**src/cpu_bus_regs.svh**
```systemverilog
// timing constants and reset values for the processor bus control block
`ifndef CPU_BUS_REGS_SVH
`define CPU_BUS_REGS_SVH
`define CLK_PERIOD_NS 40
`define BUS_CYCLE_NS 1000
`define BUS_CYCLE_CLKS (`BUS_CYCLE_NS / `CLK_PERIOD_NS)
`define PHASE_CLKS (`BUS_CYCLE_CLKS / 2)
`define ADDR_RESET 16'h0000
`define DATA_RESET 8'h00
`endif

```
**src/cpu_bus_pkg.sv**
```systemverilog
// types shared by the processor bus control block
`default_nettype none
package cpu_bus_pkg;
    typedef enum logic [2:0] {
        st_run  = 3'b001,
        st_halt = 3'b010,
        st_idle = 3'b100
    } bus_state_t;
    typedef struct packed {
        logic [15:0] addr;
        logic [7:0] wdata;
        logic write;
    } bus_req_t;
endpackage
`default_nettype wire

```
**src/cpu_bus_drive.sv**
```systemverilog
// processor bus side: two-phase clock generator, data drive gate and ready stall
// Overview of operation
// - on-chip generator derives phase one and phase two from the time base.
// - eight-bit bidirectional data bus with tri-state output drivers.
// - data drivers enabled only while the bus gate input is high.
// - data drivers disabled during every read cycle.
// - ready low at the end of a read cycle, after phase two, halts, address held.
// - halt persists while ready is low; resume once ready is high.
// - ready low ignored in writes; stall honoured at the next read.
// - interrupt requests accepted only while ready is high.
`include "cpu_bus_regs.svh"
`timescale 1ns/1ns
`default_nettype none
module cpu_bus_drive #(
    parameter int CYCLE_CLKS = `BUS_CYCLE_CLKS
) (
    // clock and reset
    input wire logic ref_clk,
    input wire logic nrst,
    // external control pins
    input wire logic data_bus_output_gate,
    input wire logic ready,
    input wire logic irq_req,
    // core side: next bus request and its acceptance
    input wire cpu_bus_pkg::bus_req_t core_req,
    output logic core_advance,
    output logic irq_accept,
    output logic [7:0] core_rdata,
    // generated phases
    output logic phase1,
    output logic phase2,
    // bus pins
    output logic [15:0] address_lines,
    output logic rw_n_write,
    input wire logic [7:0] data_lines_in,
    output logic [7:0] data_lines_out,
    output logic data_lines_oe,
    // state
    output logic halted
);
    localparam int HALF = CYCLE_CLKS / 2;
    localparam int CW = $clog2(CYCLE_CLKS + 1);

    logic [CW-1:0] cnt_ff;
    logic phase1_ff;
    logic phase2_ff;
    cpu_bus_pkg::bus_state_t state_ff;
    logic [15:0] addr_ff;
    logic [7:0] wdata_ff;
    logic [7:0] rdata_ff;
    logic write_ff;

    // divider decode: the count wraps once per bus cycle, so every phase is a count window
    wire cycle_end = (cnt_ff == CW'(CYCLE_CLKS - 1));
    wire [CW-1:0] nxt_cnt = cycle_end ? '0 : cnt_ff + CW'(1);
    // idle counts at the start, the middle and the end keep the two phases apart
    wire nxt_phase1 = (nxt_cnt != '0) && (nxt_cnt < CW'(HALF));
    wire nxt_phase2 = (nxt_cnt > CW'(HALF)) && (nxt_cnt != CW'(CYCLE_CLKS - 1));

    // cycle qualifiers; the idle cycle after reset carries no data and never stalls
    wire idle = (state_ff == cpu_bus_pkg::st_idle);
    wire stalled = (state_ff == cpu_bus_pkg::st_halt);
    wire rd_cycle = !write_ff && !idle;
    // ready is judged only at the cycle boundary; a read with ready low there stretches
    wire read_stall = rd_cycle && !ready;
    wire advance = cycle_end && !read_stall;

    // phase counter is the divider that makes the two phases
    always_ff @(posedge ref_clk or negedge nrst) begin
        if (!nrst) begin
            cnt_ff <= '0;
        end else begin
            cnt_ff <= nxt_cnt;
        end
    end

    // phases come from flip-flops so a decode glitch never reaches the clock outputs
    always_ff @(posedge ref_clk or negedge nrst) begin
        if (!nrst) begin
            phase1_ff <= 1'b0;
            phase2_ff <= 1'b0;
        end else begin
            phase1_ff <= nxt_phase1;
            phase2_ff <= nxt_phase2;
        end
    end

    // bus cycle state; address and direction only reload at the cycle boundary, one clock before phase one rises
    always_ff @(posedge ref_clk or negedge nrst) begin
        if (!nrst) begin
            state_ff <= cpu_bus_pkg::st_idle;
            addr_ff <= `ADDR_RESET;
            wdata_ff <= `DATA_RESET;
            write_ff <= 1'b0;
        end else if (cycle_end) begin
            unique case (state_ff)
                cpu_bus_pkg::st_idle: begin
                    state_ff <= cpu_bus_pkg::st_run;
                    addr_ff <= core_req.addr;
                    wdata_ff <= core_req.wdata;
                    write_ff <= core_req.write;
                end
                cpu_bus_pkg::st_run, cpu_bus_pkg::st_halt: begin
                    if (read_stall) begin
                        state_ff <= cpu_bus_pkg::st_halt; // address kept
                    end else begin
                        state_ff <= cpu_bus_pkg::st_run;
                        addr_ff <= core_req.addr;
                        wdata_ff <= core_req.wdata;
                        write_ff <= core_req.write;
                    end
                end
            endcase
        end
    end

    // read data is captured at the boundary that completes a read, one clock after phase two ends
    always_ff @(posedge ref_clk or negedge nrst) begin
        if (!nrst) begin
            rdata_ff <= `DATA_RESET;
        end else if (advance && rd_cycle) begin
            rdata_ff <= data_lines_in;
        end
    end

    // drivers: gate input alone cannot enable a read; writes still need the gate high
    assign data_lines_oe = data_bus_output_gate && write_ff && !idle;
    assign data_lines_out = wdata_ff;
    assign address_lines = addr_ff;
    assign rw_n_write = !write_ff;
    assign phase1 = phase1_ff;
    assign phase2 = phase2_ff;
    assign core_rdata = rdata_ff;
    assign core_advance = advance;
    assign halted = stalled;
    // a stalled core takes no interrupt; ready must be high at the boundary
    assign irq_accept = irq_req && ready && advance;
endmodule
`default_nettype wire

```
**config.mk**
```make
export PLATFORM = sky130hd
export DESIGN_NAME = cpu_bus_drive
export DESIGN_NICKNAME = d
export VERILOG_FILES = /design/src/cpu_bus_pkg.sv /design/src/cpu_bus_drive.sv
export VERILOG_INCLUDE_DIRS = /design/src
export SDC_FILE = /design/constraint.sdc
export NUM_CORES = 1
export LEC_CHECK = 0
export ABC_AREA = 1
export CELL_PAD_IN_SITES_DETAIL_PLACEMENT = 1
export CELL_PAD_IN_SITES_GLOBAL_PLACEMENT = 2
export CORE_UTILIZATION = 30
export CTS_CLUSTER_SIZE = 20
export DETAILED_ROUTE_END_ITERATION = 16
export DONT_BUFFER_PORTS = 1
export MAX_ROUTING_LAYER = met4
export PLACE_DENSITY = 0.75
export SYNTH_ARGS = -nofsm -noshare
export SYNTH_HDL_FRONTEND = slang
export SYNTH_SLANG_ARGS = --single-unit
```
**constraint.sdc**
```tcl
create_clock -name ref_clk -period 1.5 [get_ports ref_clk]
set_clock_uncertainty 0.1 [all_clocks]
set_input_delay 0.15 -clock ref_clk [delete_from_list [all_inputs] [get_ports ref_clk]]
set_output_delay 0.15 -clock ref_clk [all_outputs]
set_load 0.01 [all_outputs]
```
# After elaboration in Yosys (flattened, before gate mapping)
# Index checks and enable logic that the tools add are counted.
dict set report word_totals {
  latchBits 0
  input_bits 38
  mem_bits_ro 0
  elab_cells 43
  reg_bits 43
  ramBits 0
  mem_count 0
  output_inout_bits 39
}
dict set report op_classes {
  n_shift 0
  magnitude_cmp 2
  n_bitwise 0
  n_reduce_logical 17
  mux 9
  n_eq_ne 6
  n_mul 0
  n_addsub 1
  div 0
}
# operator n
set ops {}
lappend ops {{case mux 16 bit (2 select lines)} 1}
lappend ops {{two-way mux 16 bit} 1}
lappend ops {{case mux 8 bit (2 select lines)} 1}
lappend ops {{logical AND 1 bit} 10}
lappend ops {{two-way mux 8 bit} 1}
lappend ops {{case mux 3 bit (2 select lines)} 1}
lappend ops {{adder 5 x 1 -> 5 bit (second input constant)} 1}
lappend ops {{== test 5 bit (second input constant)} 1}
lappend ops {{greater-than comparator 5 x 4 -> 1 bit (second input constant)} 1}
lappend ops {{less-than comparator 5 x 4 -> 1 bit (second input constant)} 1}
lappend ops {{two-way mux 5 bit} 1}
lappend ops {{inequality test 5 bit (second input constant)} 1}
lappend ops {{nonzero test 5 bit} 1}
lappend ops {{logical NOT 1 bit} 4}
lappend ops {{== test 3 x 1 -> 1 bit (second input constant)} 1}
lappend ops {{== test 3 x 2 -> 1 bit (second input constant)} 1}
lappend ops {{== test 3 bit (second input constant)} 1}
lappend ops {{two-way mux 2 bit} 1}
lappend ops {{inequality test 2 bit (second input constant)} 1}
lappend ops {{case mux 1 bit (2 select lines)} 1}
lappend ops {{AND reduction 2 bit} 1}
lappend ops {{OR reduction 2 bit} 1}
lappend ops {{two-way mux 1 bit} 1}

# Logic depth before layout (Yosys ltp)
dict set report depth {
  word_depth 7
  ltp_mapped 11
  mapped_depth_nobuf 10
}

# Least setup slack after synthesis
# OpenSTA, ideal clock, no wires.
dict set report synth_path {
  path_type {flip-flop to flip-flop}
  start {register cnt_ff[0]}
  end {register addr_ff[10], in the netlist address_lines[10]}
  stages_incl_launch_ff 12
  setup_ns 0.115
  required_ns 1.285
  arrival_ns 1.367
  path_buffers 1
  slack_ns -0.083
  cell_sequence {dfrtp_1 > inv_1 > ha_1 > nand2_1 > inv_1 > nand2_4 > inv_8 > nand2_4 > nand2_8 > buf_12 > nand2_4 > nand2_2}
}
dict set report synth_between {
  elab_chain_len 2
}
# element line
set synth_rtl {}
lappend synth_rtl {{start, declared} cpu_bus_drive.sv:44} ;# logic [CW-1:0] cnt_ff;
lappend synth_rtl {{start signal, assigned} cpu_bus_drive.sv:73} ;# cnt_ff <= nxt_cnt;
lappend synth_rtl {{== test 5 bit} cpu_bus_drive.sv:54} ;# wire cycle_end = (cnt_ff == CW'(CYCLE_CLKS - 1));
lappend synth_rtl {{AND reduction 2 bit (no source line)} -}
lappend synth_rtl {{end signal, assigned} cpu_bus_drive.sv:92} ;# addr_ff <= `ADDR_RESET;
lappend synth_rtl {{end signal, assigned} cpu_bus_drive.sv:99} ;# addr_ff <= core_req.addr;
lappend synth_rtl {{end signal, assigned} cpu_bus_drive.sv:108} ;# addr_ff <= core_req.addr;
lappend synth_rtl {{end, declared} cpu_bus_drive.sv:48} ;# logic [15:0] addr_ff;
# Every way passes these cells.
# A chain may end at the register's enable or synchronous reset.

# Final worst setup path
dict set report layout_path {
  start {register cnt_ff[0]}
  end {output port core_advance}
}
dict set report layout_between {
  elab_chain_len 2
}
# element line
set layout_rtl {}
lappend layout_rtl {{== test 5 bit} cpu_bus_drive.sv:54}
lappend layout_rtl {{logical AND 1 bit} cpu_bus_drive.sv:66} ;# wire advance = cycle_end && !read_stall;
lappend layout_rtl {{end, declared} cpu_bus_drive.sv:26} ;# output logic core_advance,
# Every way passes these cells.

==> flow_summary_export.csv <==
group,metric,value,unit
outcome,outcome,"finished with violations",
outcome,violations,"negative setup slack",
route,finalWirelength,6100,um
sta,timing.final.crit_period,1720,ps
sta,setup_viol,43,
global_routing,global_route_wire_length_before_repair,9610,um
critical_path,r2r_slack,-200,ps
logic_synthesis,synthesis.nets,249,
global_routing,grt_pass1_vias,1916,
logic_synthesis,ys_warn_count,0,
logic_synthesis,synth-compound-area-share,3.15,%
global_routing,globalRoute.totalOverflow,0,
cts,path_clk_slew,90,ps
logic_synthesis,synth_area,2110,um2
die,rows,30,
min_path,min_from,"ready",
sta,unrepaired_setup_endpoints_after_global_routing,"true",
route,avgViaCountPerCell,4.53,
cells_and_area,layout_cell_share_with_drive_strength_beyond_1,49.7,%
critical_path,worst_setup_path_start_kind,"flip-flop",
sta,fmaxAchievable,581,MHz
cells_and_area,final_util,48.6,%
route,detail_route.first_pass.iterations,4,
placed_design,finalWeightedCongestion,0.719,
logic_synthesis,postSynthAreaPerCell,10.1,um2
min_path,worst_hold_path_type,"input pin to flip-flop",
sta,worstMarginPinSlew,219,ps
sta,post-route-period-util,115,%
cells_and_area,fillers,734,
sta,timing.final.ws_setup,-222,ps
route,dr_total_vias,1729,
critical_path,path_max_fanout,6,
global_routing,grt_antenna_before_repair,0,
cells_and_area,final_net_count,325,
pwr,power_per_cell_area,870,nW/um2
cts,clock_path_buffers,2,
logic_synthesis,synth-simple-area-share,36.8,%
min_path,end_of_the_worst_hold_path,"core_rdata[5]",
logic_synthesis,ys_ff_latch,43,
cts,clock_tree.htree_level_count,2,
cts,insertion_delay,290,ps
route,detailedRoute.firstIterationViolations,24,
die,design.portCount,77,
route,post_route_drc_violation_count,0,
die,die_height,85.8,um
placed_design,post-place-ws,-84.7,ps
cells_and_area,antenna_cells,0,
die,core_area,6790,um2
pwr,power_frac_clock,37.5,%
min_path,timing.hold.worst_path_depth,3,
critical_path,worstPathRequired,1250,ps
logic_synthesis,synthCells,209,
global_routing,largest_net_degree_at_the_start_of_global_routing,44,
cts,number_of_sinks_on_the_clock_net,43,
critical_path,critical_path.reg2reg.startpoint,"cnt_ff[0]",
pwr,power.net_switching,747,uW
pwr,p_sw_share,26.0,%
logic_synthesis,ys_seq_area_share,51.2,%
cts,cts_root_buffer,"clkbuf_8",
logic_synthesis,synth_xor_area_share,0,%
pwr,p_seq_share,45.5,%
die,fp.dieW,85.8,um
critical_path,critical_path_class,"flip-flop to output pin",
logic_synthesis,post_synth_mux_area_share,0,%
sta,timing.max_slew.rel_slack,85.3,%
global_routing,globalRouteTotalUtil,17.7,%
cells_and_area,area_growth_syn_to_layout,56.8,%
sta,finalMaxSlewViolations,0,
sta,final-hold-violation-count,0,
die,die-area,7360,um2
logic_synthesis,synth.distinct_cells,24,
pwr,static_leakage_power,1.52,nW
placed_design,hpwl,3510,um
route,routed_wire_length_per_instance,16.0,um
logic_synthesis,synthAdderAreaFrac,1.19,%
die,initial_utilization,31.0,%
pwr,vdd_drop_max,420,uV
logic_synthesis,main_combinational_cell_family_by_area_after_synthesis,"simple AND/OR/NAND/NOR gates",
cts,cts_tree,"yes",
route,postRouteAntennaNets,0,
cts,clock_buffer_count_from_cts,5,
critical_path,worst-endpoint-arrival,1470,ps
critical_path,worst-r2r-cell-count,12,
placed_design,placement.io_buffers,0,
critical_path,worstReg2RegEnd,"address_lines[3]",
pwr,internal-power,2.13,mW
pwr,pwr-share-comb,17.1,%
job,drv_cap,0,
critical_path,crit_path_end_kind,"output pin",
==> kinds of logic (layout without fill, tap and decap cells) <==
family,Yosys count,in the layout
adder cells (fa/ha/maj),2,2
buffers and inverters,31,107
AO/OA/AOI/OAI,12,12
flip-flops,43,43
AND/OR/NAND/NOR,121,122
==> state kept, by name (all words and copies together) (netlist names) <==
signal,count
address_lines,16
core_rdata,8
data_lines_out,8
cnt_ff,5
state_ff,3
phase1,1
phase2,1
write_ff,1
==> layout by cell type (no fill, tap or decap), types with 2 or more instances in the layout <==
cell type      instances
a21oi_2                3
buf_12                 6
buf_4                 22
buf_6                 11
bufinv_16              2
clkbuf_8               5
dfrtp_1               42
dlygate4sd3_1         35
ha_4                   2
inv_1                 14
inv_2                  8
nand2_1               18
nand2_2               29
nand2_4               23
nand2_8                3
nand3_1               26
nand3_2                2
nand3_4                4
nand4_1                2
nor2_1                 3
nor2_2                 4
nor2_4                 4
nor3_4                 2
o21ai_2                7
==> synthesized netlist by cell type <==
| library cell | count | share of area [%] |
|---|---|---|
| nand2_1 | 30 | 5.3 |
| inv_1 | 21 | 3.7 |
| o21ai_1 | 8 | 1.9 |
| dfrtp_1 | 42 | 50 |
| nor2_1 | 8 | 1.4 |
| o211ai_1 | 1 | 0.36 |
| a21oi_2 | 1 | 0.42 |
| nand3_4 | 1 | 0.83 |
| dfstp_2 | 1 | 1.2 |
| nand2_8 | 2 | 1.9 |
| buf_2 | 5 | 1.2 |
| a21oi_1 | 2 | 0.48 |
| nand3_1 | 30 | 7.1 |
| nand4_1 | 2 | 0.59 |
| nor3_2 | 2 | 0.95 |
| inv_8 | 1 | 0.53 |
| nand2_4 | 21 | 11 |
| buf_12 | 2 | 1.9 |
| nor3_1 | 1 | 0.24 |
| nand2_2 | 20 | 5.9 |
| and2_1 | 1 | 0.30 |
| nor2_2 | 3 | 0.89 |
| inv_2 | 2 | 0.36 |
| ha_1 | 2 | 1.2 |
==> layer usage <==
layer	wire length, um	track usage (%)	vias to the layer above
li1	-	-	811
met1	2360	19.9	863
met2	3490	33.0	49
met3	175	2.98	6
met4	68	3.79	0
met5	0	-	-
==> per-stage QoR <==
stage	instance area, um2	hold slack [ps]	total power [mW]	cells	setup TNS, ps
global route	3300	14.0	3.00	382	-8240
CTS	3120	1.37	2.88	377	-5890
global placement	2400	-245	1.63	318	-2020
floorplan	2140	-246	1.55	209	-295
detailed placement	2400	-245	1.64	318	-1790
finish	3300	6.45	2.87	382	-5690
==> worst max-delay path: stages (launching register included) <==
cell	delay, ps
dfrtp_1	400
inv_2	100
ha_4	130
nand2_2	50
inv_2	70
nand2_4	90
clkinv_8	100
nand2_8	60
buf_12	130
inv_4	50
==> area by class of cell <==
cell class / instances / area [um2] / share of cell area, %
tap: 96 / 120 / 3.64
clock buffer: 5 / 68.8 / 2.08
sequential: 43 / 1080 / 32.6
clock inverter: 3 / 67.6 / 2.05
inverter: 24 / 105 / 3.18
multi-input combinational: 136 / 1080 / 32.6
timing repair buffer: 75 / 787 / 23.8
==> worst max path at each step <==
stage / slack (ps) / end / startpoint
after floorplan: -20 / address_lines[11] / cnt_ff[0]
after global placement: -90 / write_ff / state_ff[2]
after detailed placement: -80 / address_lines[4] / state_ff[2]
after CTS: -280 / core_advance / state_ff[2]
after global routing: -290 / core_advance / state_ff[2]
final: -220 / core_advance / cnt_ff[0]
==> timing repair <==
item,in CTS,in global routing
resized for setup,23,40
buffers inserted,15,7
gates cloned,1,0
endpoints found under the hold margin,76,0
pin swaps,13,12
hold buffers,36,0
setup endpoints to repair,39,43
==> power groups by stage <==
stage	clock [mW]	sequential (mW)	combinational [mW]
finish	1.08	1.31	0.490
global route	1.15	1.32	0.532
CTS	1.12	1.31	0.457
detailed placement	0	1.33	0.314
global placement	0	1.33	0.303
floorplan	0	1.31	0.234
(Power assumes the default switching activity.)
